File: src/lspc_regs.svh
// Register offsets, field positions, reset values and timing counts of the calibration controller.
`ifndef LSPC_REGS_SVH
`define LSPC_REGS_SVH

// ==========================================================================
// Device-side register map
// ==========================================================================
`define LSPC_DEV_SMP_ADDR     8'h05
`define LSPC_DEV_PRB_ADDR     8'h04
`define LSPC_DEV_RES_ADDR     8'h06
`define LSPC_RES_BIT          0
`define LSPC_SETUP_LSB        4
`define LSPC_HOLD_LSB         0
`define LSPC_SMP_LAST         5'h1f
`define LSPC_STEP_MAX         4'hf
`define LSPC_MIN_SUM          5'h08
`define LSPC_TEMP_LIMIT       8'h14

// ==========================================================================
// Own register map on APB
// ==========================================================================
`define LSPC_CTRL_OFS         8'h00
`define LSPC_STAT_OFS         8'h04
`define LSPC_TEMP_OFS         8'h08
`define LSPC_DRIFT_OFS        8'h0c
`define LSPC_ENTRY_OFS        8'h10
`define LSPC_CTRL_START       0
`define LSPC_CTRL_FAST        1
`define LSPC_CTRL_HIRATE      2
`define LSPC_CTRL_RST         2'h0

// ==========================================================================
// Timing
// ==========================================================================
`define LSPC_CLK_NS           100
`define LSPC_SETTLE_NS        400
`define LSPC_SETTLE_CYC       ((`LSPC_SETTLE_NS + `LSPC_CLK_NS - 1) / `LSPC_CLK_NS)

`endif

File: src/lspc_pkg.sv
// Types shared by the calibration controller modules.
package lspc_pkg;

	// Main sequencer states, one-hot.
	typedef enum logic [7:0] {
		ST_IDLE   = 8'h01,
		ST_WR_SMP = 8'h02,
		ST_WR_PRB = 8'h04,
		ST_SETTLE = 8'h08,
		ST_RD     = 8'h10,
		ST_EVAL   = 8'h20,
		ST_SCAN   = 8'h40,
		ST_PICK   = 8'h80
	} lspc_state_t;

	// What the current probe read is for.
	typedef enum logic [5:0] {
		PH_BASE  = 6'h01,
		PH_HOLD  = 6'h02,
		PH_SETUP = 6'h04,
		PH_VHI   = 6'h08,
		PH_VLO   = 6'h10,
		PH_FINAL = 6'h20
	} lspc_phase_t;

endpackage

File: src/lspc_dev_port.sv
// Four-phase handshake engine toward the device's register interface.
`timescale 1ns/10ps
`include "lspc_regs.svh"

module lspc_dev_port
(
	input  wire logic       clk_i,
	input  wire logic       rst_i,
	input  wire logic       cmd_valid_i,
	input  wire logic       cmd_we_i,
	input  wire logic [7:0] cmd_addr_i,
	input  wire logic [7:0] cmd_wdata_i,
	output logic            cmd_done_o,
	output logic [7:0]      cmd_rdata_o,
	output logic            dev_req_o,
	output logic            dev_we_o,
	output logic [7:0]      dev_addr_o,
	output logic [7:0]      dev_wdata_o,
	input  wire logic       dev_ack_i,
	input  wire logic [7:0] dev_rdata_i
);

	logic       ack_s1_reg;
	logic       ack_s2_reg;
	logic [7:0] rd_s1_reg;
	logic [7:0] rd_s2_reg;
	logic       wait_low_reg;

	// ======================================================================
	// Synchronisers
	// ======================================================================
	// Read data travels beside ack; it is stable while ack is high, so two
	// flops per bit are enough and no bit can be caught mid-change.
	always_ff @(posedge clk_i)
	begin
		ack_s1_reg <= dev_ack_i;
		ack_s2_reg <= ack_s1_reg;
		rd_s1_reg  <= dev_rdata_i;
		rd_s2_reg  <= rd_s1_reg;
	end

	// ======================================================================
	// Handshake
	// ======================================================================
	// Request rises on a command, falls on synced ack, and done pulses once
	// ack has fallen again, so back-to-back commands never overlap.
	always_ff @(posedge clk_i)
	begin
		if (rst_i)
		begin
			dev_req_o    <= 1'b0;
			dev_we_o     <= 1'b0;
			dev_addr_o   <= 8'h00;
			dev_wdata_o  <= 8'h00;
			wait_low_reg <= 1'b0;
			cmd_done_o   <= 1'b0;
			cmd_rdata_o  <= 8'h00;
		end
		else
		begin
			cmd_done_o <= 1'b0;
			if (cmd_valid_i && !dev_req_o && !wait_low_reg)
			begin
				dev_req_o   <= 1'b1;
				dev_we_o    <= cmd_we_i;
				dev_addr_o  <= cmd_addr_i;
				dev_wdata_o <= cmd_wdata_i;
			end
			else if (dev_req_o && ack_s2_reg)
			begin
				dev_req_o    <= 1'b0;
				wait_low_reg <= 1'b1;
				cmd_rdata_o  <= rd_s2_reg;
			end
			else if (wait_low_reg && !ack_s2_reg)
			begin
				wait_low_reg <= 1'b0;
				cmd_done_o   <= 1'b1;
			end
		end
	end

endmodule

File: src/lspc_cal_ctrl.sv
// Sample-point calibration controller: sweeps device delays, builds the array, picks the point.
//
// Chosen here: the address map and the APB slave port.
`timescale 1ns/10ps
`include "lspc_regs.svh"

module lspc_cal_ctrl
#(
	parameter int SETTLE_CYC = `LSPC_SETTLE_CYC
)
(
	input  wire logic        clk_i,
	input  wire logic        rst_i,
	input  wire logic        psel_i,
	input  wire logic        penable_i,
	input  wire logic        pwrite_i,
	input  wire logic [7:0]  paddr_i,
	input  wire logic [31:0] pwdata_i,
	output logic [31:0]      prdata_o,
	output logic             pready_o,
	output logic             pslverr_o,
	output logic             dev_req_o,
	output logic             dev_we_o,
	output logic [7:0]       dev_addr_o,
	output logic [7:0]       dev_wdata_o,
	input  wire logic        dev_ack_i,
	input  wire logic [7:0]  dev_rdata_i,
	output logic             cal_active_o
);

	// Timing array, one entry per sample delay.
	logic                 probe_mem [0:31];
	logic [3:0]           setup_mem [0:31];
	logic [3:0]           hold_mem  [0:31];

	lspc_pkg::lspc_state_t state_reg;
	lspc_pkg::lspc_phase_t phase_reg;
	logic [4:0]           smp_reg;
	logic [3:0]           step_reg;
	logic                 base_reg;
	logic [3:0]           wait_reg;
	logic                 issue_reg;
	logic                 fast_reg;
	logic                 hirate_reg;
	logic                 rerun_reg;
	logic                 done_reg;
	logic                 margin_ok_reg;
	logic                 suspect_reg;
	logic                 nowin_reg;
	logic [4:0]           chosen_sample_delay;
	logic                 rise_reg;
	logic                 fall_reg;
	logic [4:0]           rise_idx_reg;
	logic [4:0]           fall_idx_reg;
	logic                 best_ok_reg;
	logic [4:0]           best_idx_reg;
	logic [3:0]           best_diff_reg;
	logic [4:0]           entry_reg;

	// Absolute difference of two probe delays.
	function automatic logic [3:0] absdiff4(input logic [3:0] a, input logic [3:0] b);
		absdiff4 = (a > b) ? (a - b) : (b - a);
	endfunction

	// ======================================================================
	// APB decode
	// ======================================================================
	wire        apb_acc   = psel_i && penable_i && !pready_o;
	// Writes commit at the completing edge, the one at which the master sees ready.
	wire        apb_wr    = psel_i && penable_i && pready_o && pwrite_i;
	wire        hit_ctrl  = paddr_i == `LSPC_CTRL_OFS;
	wire        hit_stat  = paddr_i == `LSPC_STAT_OFS;
	wire        hit_temp  = paddr_i == `LSPC_TEMP_OFS;
	wire        hit_drift = paddr_i == `LSPC_DRIFT_OFS;
	wire        hit_entry = paddr_i == `LSPC_ENTRY_OFS;
	wire        hit_any   = hit_ctrl | hit_stat | hit_temp | hit_drift | hit_entry;
	wire        start_wr  = apb_wr && hit_ctrl && pwdata_i[`LSPC_CTRL_START];
	wire [3:0]  ch_set    = setup_mem[chosen_sample_delay];
	wire [3:0]  ch_hold   = hold_mem[chosen_sample_delay];
	wire [3:0]  ch_min    = (ch_set < ch_hold) ? ch_set : ch_hold;
	// A new temperature excursion only matters above the uptime-safe rate.
	wire        temp_hit  = apb_wr && hit_temp && hirate_reg && done_reg
	                        && (pwdata_i[7:0] > `LSPC_TEMP_LIMIT);
	wire        drift_hit = apb_wr && hit_drift && done_reg
	                        && ({pwdata_i[7:0], 2'b00} > {6'h00, ch_min});
	wire [31:0] stat_word = {19'h00000, chosen_sample_delay, 3'b000, nowin_reg, suspect_reg,
	                         margin_ok_reg, done_reg, cal_active_o};
	wire [31:0] entry_word = {15'h0000, probe_mem[entry_reg], 4'h0, setup_mem[entry_reg],
	                          4'h0, hold_mem[entry_reg]};
	wire [31:0] rd_word   = hit_ctrl  ? {29'h0, hirate_reg, fast_reg, 1'b0} :
	                        hit_stat  ? stat_word :
	                        hit_entry ? {19'h0, entry_reg, 8'h00} | entry_word :
	                        32'h0;

	// ======================================================================
	// APB slave registers
	// ======================================================================
	// One wait state: pready is raised in the second access cycle so that
	// read data can come from a flop like every other output.
	always_ff @(posedge clk_i)
	begin
		if (rst_i)
		begin
			pready_o   <= 1'b0;
			pslverr_o  <= 1'b0;
			prdata_o   <= 32'h0;
			fast_reg   <= 1'b0;
			hirate_reg <= 1'b0;
			entry_reg  <= 5'h00;
		end
		else
		begin
			pready_o  <= apb_acc;
			pslverr_o <= apb_acc && !hit_any;
			prdata_o  <= (apb_acc && !pwrite_i) ? rd_word : 32'h0;
			if (apb_wr && hit_ctrl)
			begin
				fast_reg   <= pwdata_i[`LSPC_CTRL_FAST];
				hirate_reg <= pwdata_i[`LSPC_CTRL_HIRATE];
			end
			if (apb_wr && hit_entry)
			begin
				entry_reg <= pwdata_i[12:8];
			end
		end
	end

	// ======================================================================
	// Device command selection
	// ======================================================================
	wire        ph_ver    = phase_reg == lspc_pkg::PH_VHI || phase_reg == lspc_pkg::PH_VLO;
	wire [4:0]  smp_val   = (phase_reg == lspc_pkg::PH_VHI)   ? chosen_sample_delay + 5'h01 :
	                        (phase_reg == lspc_pkg::PH_VLO)   ? chosen_sample_delay - 5'h01 :
	                        (phase_reg == lspc_pkg::PH_FINAL) ? chosen_sample_delay :
	                        smp_reg;
	wire [7:0]  prb_val   = (phase_reg == lspc_pkg::PH_HOLD)  ? {4'h0, step_reg} :
	                        (phase_reg == lspc_pkg::PH_SETUP) ? {step_reg, 4'h0} :
	                        8'h00;
	wire        is_wr     = state_reg != lspc_pkg::ST_RD;
	wire [7:0]  cmd_addr  = (state_reg == lspc_pkg::ST_WR_SMP) ? `LSPC_DEV_SMP_ADDR :
	                        (state_reg == lspc_pkg::ST_WR_PRB) ? `LSPC_DEV_PRB_ADDR :
	                        `LSPC_DEV_RES_ADDR;
	wire [7:0]  cmd_wdata = (state_reg == lspc_pkg::ST_WR_SMP) ? {3'h0, smp_val} : prb_val;
	wire        cmd_done;
	wire [7:0]  cmd_rdata;
	wire        res_bit   = cmd_rdata[`LSPC_RES_BIT];
	wire        flipped   = res_bit != base_reg;
	wire        search_end = flipped || step_reg == `LSPC_STEP_MAX;
	// A neighbour that does not exist cannot show margin.
	wire        edge_bad  = (phase_reg == lspc_pkg::PH_VHI && chosen_sample_delay == 5'h1f)
	                        || (phase_reg == lspc_pkg::PH_VLO && chosen_sample_delay == 5'h00);

	lspc_dev_port u_port
	(
		.clk_i       (clk_i),
		.rst_i       (rst_i),
		.cmd_valid_i (issue_reg),
		.cmd_we_i    (is_wr),
		.cmd_addr_i  (cmd_addr),
		.cmd_wdata_i (cmd_wdata),
		.cmd_done_o  (cmd_done),
		.cmd_rdata_o (cmd_rdata),
		.dev_req_o   (dev_req_o),
		.dev_we_o    (dev_we_o),
		.dev_addr_o  (dev_addr_o),
		.dev_wdata_o (dev_wdata_o),
		.dev_ack_i   (dev_ack_i),
		.dev_rdata_i (dev_rdata_i)
	);

	// ======================================================================
	// Window scan terms
	// ======================================================================
	wire [4:0]  scan_i    = smp_reg;
	wire        cur_bit   = probe_mem[scan_i];
	wire        prev_bit  = probe_mem[scan_i - 5'h01];
	wire        rise_now  = !rise_reg && scan_i != 5'h00 && !prev_bit && cur_bit;
	wire        fall_now  = rise_reg && !fall_reg && prev_bit && !cur_bit;
	wire        in_win    = cur_bit && (rise_reg || rise_now) && !fall_reg;
	wire [3:0]  cur_diff  = absdiff4(hold_mem[scan_i], setup_mem[scan_i]);
	wire        better    = in_win && (setup_mem[scan_i] < hold_mem[scan_i])
	                        && (!best_ok_reg || cur_diff < best_diff_reg);
	wire [4:0]  win_end   = fall_reg ? fall_idx_reg - 5'h01 : `LSPC_SMP_LAST;
	wire [5:0]  win_sum   = {1'b0, rise_idx_reg} + {1'b0, win_end};
	wire [4:0]  centre    = win_sum[5:1];
	wire [4:0]  sum_sh    = {1'b0, ch_set} + {1'b0, ch_hold};

	// ======================================================================
	// Sequencer
	// ======================================================================
	// The device has no live margin monitor, so cal_active_o stays high
	// for the whole run and software must accept the gap.
	always_ff @(posedge clk_i)
	begin
		if (rst_i)
		begin
			state_reg           <= lspc_pkg::ST_IDLE;
			phase_reg           <= lspc_pkg::PH_BASE;
			smp_reg             <= 5'h00;
			step_reg            <= 4'h0;
			base_reg            <= 1'b0;
			wait_reg            <= 4'h0;
			issue_reg           <= 1'b0;
			rerun_reg           <= 1'b0;
			done_reg            <= 1'b0;
			margin_ok_reg       <= 1'b0;
			suspect_reg         <= 1'b0;
			nowin_reg           <= 1'b0;
			chosen_sample_delay <= 5'h00;
			rise_reg            <= 1'b0;
			fall_reg            <= 1'b0;
			rise_idx_reg        <= 5'h00;
			fall_idx_reg        <= 5'h00;
			best_ok_reg         <= 1'b0;
			best_idx_reg        <= 5'h00;
			best_diff_reg       <= 4'h0;
			cal_active_o        <= 1'b0;
		end
		else
		begin
			// A rerun request raised during a run is lost: temp_hit and drift_hit need done_reg.
			rerun_reg <= temp_hit || drift_hit
			             || (rerun_reg && state_reg != lspc_pkg::ST_IDLE);
			issue_reg <= 1'b0;
			case (state_reg)
				lspc_pkg::ST_IDLE:
				begin
					if (start_wr || rerun_reg)
					begin
						state_reg     <= lspc_pkg::ST_WR_SMP;
						phase_reg     <= lspc_pkg::PH_BASE;
						smp_reg       <= 5'h00;
						done_reg      <= 1'b0;
						margin_ok_reg <= 1'b0;
						suspect_reg   <= 1'b0;
						nowin_reg     <= 1'b0;
						issue_reg     <= 1'b1;
						cal_active_o  <= 1'b1;
					end
				end
				lspc_pkg::ST_WR_SMP:
				begin
					if (cmd_done)
					begin
						state_reg <= lspc_pkg::ST_WR_PRB;
						issue_reg <= 1'b1;
					end
				end
				lspc_pkg::ST_WR_PRB:
				begin
					if (cmd_done)
					begin
						state_reg <= lspc_pkg::ST_SETTLE;
						wait_reg  <= 4'(SETTLE_CYC);
					end
				end
				lspc_pkg::ST_SETTLE:
				begin
					wait_reg <= wait_reg - 4'h1;
					if (wait_reg <= 4'h1)
					begin
						state_reg <= lspc_pkg::ST_RD;
						issue_reg <= 1'b1;
					end
				end
				lspc_pkg::ST_RD:
				begin
					if (cmd_done)
					begin
						state_reg <= lspc_pkg::ST_EVAL;
					end
				end
				lspc_pkg::ST_EVAL:
				begin
					state_reg <= lspc_pkg::ST_WR_PRB;
					issue_reg <= 1'b1;
					case (phase_reg)
						lspc_pkg::PH_BASE:
						begin
							base_reg           <= res_bit;
							probe_mem[smp_reg] <= res_bit;
							step_reg           <= 4'h1;
							if (!fast_reg)
							begin
								phase_reg <= lspc_pkg::PH_HOLD;
							end
							else if (smp_reg == `LSPC_SMP_LAST)
							begin
								state_reg <= lspc_pkg::ST_SCAN;
								issue_reg <= 1'b0;
								smp_reg   <= 5'h00;
							end
							else
							begin
								smp_reg   <= smp_reg + 5'h01;
								state_reg <= lspc_pkg::ST_WR_SMP;
							end
						end
						lspc_pkg::PH_HOLD:
						begin
							step_reg <= step_reg + 4'h1;
							if (search_end)
							begin
								hold_mem[smp_reg] <= step_reg;
								phase_reg         <= lspc_pkg::PH_SETUP;
								step_reg          <= 4'h1;
							end
						end
						lspc_pkg::PH_SETUP:
						begin
							step_reg <= step_reg + 4'h1;
							if (search_end)
							begin
								setup_mem[smp_reg] <= step_reg;
								phase_reg          <= lspc_pkg::PH_BASE;
								state_reg          <= lspc_pkg::ST_WR_SMP;
								if (smp_reg == `LSPC_SMP_LAST)
								begin
									state_reg <= lspc_pkg::ST_SCAN;
									issue_reg <= 1'b0;
									smp_reg   <= 5'h00;
								end
								else
								begin
									smp_reg <= smp_reg + 5'h01;
								end
							end
						end
						lspc_pkg::PH_VHI, lspc_pkg::PH_VLO:
						begin
							if (!res_bit || edge_bad)
							begin
								margin_ok_reg <= 1'b0;
							end
							phase_reg <= (phase_reg == lspc_pkg::PH_VHI) ? lspc_pkg::PH_VLO
							                                             : lspc_pkg::PH_FINAL;
							state_reg <= lspc_pkg::ST_WR_SMP;
						end
						default:
						begin
							state_reg    <= lspc_pkg::ST_IDLE;
							issue_reg    <= 1'b0;
							done_reg     <= 1'b1;
							cal_active_o <= 1'b0;
							suspect_reg  <= !fast_reg && sum_sh < `LSPC_MIN_SUM;
						end
					endcase
				end
				lspc_pkg::ST_SCAN:
				begin
					if (rise_now)
					begin
						rise_reg     <= 1'b1;
						rise_idx_reg <= scan_i;
					end
					if (fall_now)
					begin
						fall_reg     <= 1'b1;
						fall_idx_reg <= scan_i;
					end
					if (better)
					begin
						best_ok_reg   <= 1'b1;
						best_idx_reg  <= scan_i;
						best_diff_reg <= cur_diff;
					end
					smp_reg <= smp_reg + 5'h01;
					if (smp_reg == `LSPC_SMP_LAST)
					begin
						state_reg <= lspc_pkg::ST_PICK;
					end
				end
				lspc_pkg::ST_PICK:
				begin
					rise_reg    <= 1'b0;
					fall_reg    <= 1'b0;
					best_ok_reg <= 1'b0;
					if (!rise_reg || (!fast_reg && !best_ok_reg))
					begin
						nowin_reg    <= 1'b1;
						done_reg     <= 1'b1;
						cal_active_o <= 1'b0;
						state_reg    <= lspc_pkg::ST_IDLE;
					end
					else
					begin
						chosen_sample_delay <= fast_reg ? centre : best_idx_reg;
						margin_ok_reg       <= 1'b1;
						phase_reg           <= lspc_pkg::PH_VHI;
						state_reg           <= lspc_pkg::ST_WR_SMP;
						issue_reg           <= 1'b1;
					end
				end
				default:
				begin
					state_reg <= lspc_pkg::ST_IDLE;
				end
			endcase
		end
	end

endmodule

File: config.mk
export PLATFORM = sky130hd
export DESIGN_NAME = lspc_cal_ctrl
export DESIGN_NICKNAME = d
export VERILOG_FILES = /design/src/lspc_pkg.sv /design/src/lspc_dev_port.sv /design/src/lspc_cal_ctrl.sv
export VERILOG_INCLUDE_DIRS = /design/src
export SDC_FILE = /design/constraint.sdc
export NUM_CORES = 1
export LEC_CHECK = 0
export BUFFER_PORTS_ARGS = -buffer_cell sky130_fd_sc_hd__buf_2
export CORE_MARGIN = 2
export CORE_UTILIZATION = 35
export CTS_BUF_LIST = sky130_fd_sc_hd__clkbuf_8
export CTS_CLUSTER_SIZE = 20
export DETAILED_ROUTE_END_ITERATION = 8
export PLACE_DENSITY = 0.56
export SLEW_MARGIN = 20
export SYNTH_ARGS = -nofsm -noshare
export SYNTH_HDL_FRONTEND = slang
export SYNTH_SLANG_ARGS = --single-unit
File: constraint.sdc
create_clock -name clk_i -period 11.9 [get_ports clk_i]
set_clock_uncertainty 0.15 [all_clocks]
set_input_delay 1.19 -clock clk_i [delete_from_list [all_inputs] [get_ports clk_i]]
set_output_delay 1.19 -clock clk_i [all_outputs]
set_load 0.02 [all_outputs]
==> flow_summary_export.csv <==
group,metric,value,unit
status,status,"complete, no violations",
logic_synthesis,synth_top_cell_area_share,38.52,%
placed_design,preCtsSetupSlack,5.085,ns
clocking,cts_tree,"built",
final_layout,nFillCells,5888,
final_layout,nets,1779,
critical_path,path_buf_inv,2,
final_layout,area_growth,10.90,%
clocking,postCtsSetupRepairBufs,0,
final_layout,layout-drive-gt1-share,26.20,%
pwr,power.density,133.2,mW/mm²
timing,relSlewSlack,22.33,%
floorplanning,rows,92,
clocking,cts_sinks,405,
timing,finalWorstSetupSlack,5.395,ns
logic_synthesis,synth_seq_area_share,48.96,%
critical_path,crit_chain,"buf_4 -> mux4_2 -> mux4_2 -> mux2i_1 -> inv_1 -> fa_1 -> a21o_1 -> a21oi_1 -> a41oi_1 -> mux2_2 -> ha_1 -> a21boi_0 -> o21ai_0 -> a21oi_1 -> nor3_2 -> a21oi_1 -> a311oi_1",
routing,remaining_drc_errors,0,
placed_design,dp_hpwl,45760,µm
clocking,holdBufCountCts,0,
logic_synthesis,ys.warnings.count,0,
clocking,clk_latency,0.67,ns
logic_synthesis,netlist_area,0.02245,mm²
clocking,cts_inserted_buffers,74,
routing,via_per_inst,5.854,
routing,firstDrtPassIters,7,
critical_path,path_common_cell,"a21oi_1",
critical_path,cp_slowest_stage_delay,0.81,ns
critical_path,slowest_stage,"buf_4",
global_route,antenna_found_initial,2,
timing,fin_setup_tns,0,ns
global_route,gr-usage-all-layers,20.22,%
timing,fmax,153.7,MHz
floorplanning,die_x,257.3,µm
pwr,leakage,7.929,nW
critical_path,critPathTopFamily,"multiplexers",
critical_path,critical_path_required,12.32,ns
critical_path,start_kind,"register",
job,cap_violations,0,
critical_path,critical_path_arrival,6.93,ns
floorplanning,io_pins,107,
timing,worst_pin_slew,1.163,ns
floorplanning,die_h,257.3,µm
global_route,first_global_vias,15060,
logic_synthesis,yosysUniqueCellTypes,74,
global_route,overflow,0,
clocking,clkTransAtPathRegs,0.06,ns
critical_path,cp_max_fo,42,
floorplanning,coreArea,0.06320,mm²
floorplanning,start_util,35.53,%
critical_path,crit_type,"reg2reg",
logic_synthesis,synth_area_per_cell,13.62,µm²
critical_path,end_kind,"register",
global_route,grt_max_degree,76,
clocking,clk_path_buf_depth,3,
clocking,cts_root_buffer,"clkbuf_8",
logic_synthesis,yosys-top-cells-area,"edfxtp_1 39%, mux4_2 23%, dfxtp_1 10%, mux2i_1 4.1%, nor2_1 2.7%",
logic_synthesis,synth-async-reset-ratio,0,%
routing,postRouteAntennaNets,0,
routing,wirelength,66830,µm
logic_synthesis,synth_edf_count,288,
clocking,htreeDepth,3,
timing,finalHoldViolations,0,
timing,rsz0062_at_grt,"no",
pwr,ir_worst_vdd,71.65,µV
global_route,grt_pass1_wl,98930,µm
clocking,cts_resized,0,
routing,drt_iter0_markers,1488,
routing,route.detailed.wl_per_inst,25.79,µm
floorplanning,die_area,0.06619,mm²
logic_synthesis,synthFlopType,"edfxtp_1",
logic_synthesis,syn_inst,1648,
routing,num_vias,15170,
timing,period_needed,6.505,ns
timing,period_share,54.66,%
final_layout,reg_top3,"hold_mem (128), setup_mem (128), probe_mem (32)",
final_layout,final_area,0.02490,mm²
placed_design,gp_congestion,0.9013,
pwr,totalPowerFinal,0.003316,W
min_path,hold_class,"reg2reg",
placed_design,placed_area,0.02343,mm²
logic_synthesis,synth_top_cell_by_area,"edfxtp_1",
logic_synthesis,synth_seq_cells,405,
placed_design,io_buffers,54,
timing,slew_violations,0,
timing,setup_viol,0,
[per-layer routing]
metal  share of wire, %  global-route usage, %  up-vias
li1                   -                      -     6571
met1                 41                  26.66     7748
met2                 47                  31.89      731
met3                8.7                  5.221      119
met4                3.2                  8.059        0
met5                  0                      0        -
[cells by family after synthesis]
logic type                 share of synthesized area [%]
other                                            0.01670
adders and majority gates                          2.330
and+or+nand+nor                                    10.36
xor gates and xnor gates                          0.8583
muxes                                              27.87
AOI/OAI and AO/OA                                  6.092
DFF                                                48.96
buffers and inverters                              3.522
[final cells by class]
cell class | instances | area [µm²] | share of cell area (%)
Timing Repair Buffer | 78 | 450.4 | 1.809
Tap cell | 846 | 1059 | 4.251
Clock inverter | 49 | 271.5 | 1.091
Clock buffer | 86 | 1184 | 4.754
Multi-Input combinational cell | 1091 | 10780 | 43.30
Inverter | 35 | 131.4 | 0.5277
Antenna cell | 1 | 2.502 | 0.01005
Sequential cell | 405 | 11020 | 44.25
[synth_stat cells, types with 26 or more instances]
library cell,instances
nand3_1,56
clkbuf_1,71
o21ai_0,34
dfxtp_1,117
buf_4,26
a21oi_1,66
nor2_1,161
ha_1,37
edfxtp_1,288
inv_1,34
mux2i_1,93
nor3_1,45
mux4_2,229
nand2_1,64
[report_power, final]
part | total [W] | switching (W) | internal, W
Clock | 0.00132 | 0.000615 | 0.000704
Combinational | 0.000459 | 0.000266 | 0.000193
Sequential | 0.00154 | 0.0000350 | 0.00150
[layout by cell type, fill, tap and decap left out, drive strengths merged, types with 26 or more instances in the layout]
cell type    n
a21oi       67
buf         78
clkbuf      86
conb        26
dfxtp      117
edfxtp     288
ha          37
inv         57
mux2i       93
mux4       229
nand2       64
nand3       56
nor2       161
nor3        45
o21ai       34
[final timing paths]
check	start	end	slack [ns]	cells past startpoint
worst max-delay path	register	best_diff_reg[0]$_SDFFE_PP0P_	5.40	17
worst min-delay path	u_port.rd_s1_reg[0]$_DFF_P_	u_port.rd_s2_reg[0]$_DFF_P_	0.18	0
worst max register to register	register	best_diff_reg[0]$_SDFFE_PP0P_	5.40	17
worst min register to register	u_port.rd_s1_reg[0]$_DFF_P_	u_port.rd_s2_reg[0]$_DFF_P_	0.18	0
[worst register-to-register path, delay by kind of cell, from the launching register on]
kind	cells	cell delay, ns
compound gates	8	1.23
simple gates	1	0.57
flops	1	0.73
mux	4	2.04
buf+inv	2	1.04
fa+ha+maj	2	0.70
[through the flow]
| stage | instances | utilization [%] | hold slack [ns] |
|---|---|---|---|
| 3_5_place_dp | 2455 | 37.08 | 0.1664 |
| 6_report | 2591 | 39.40 | 0.1783 |
| 5_1_grt | 2591 | 39.40 | 0.1906 |
| 3_3_place_gp | 2455 | 37.07 | 0.1622 |
| 4_1_cts | 2590 | 39.38 | 0.1790 |
| 2_1_floorplan | 1673 | - | 0.1596 |
No activity file was read; power rests on OpenSTA's default activity.
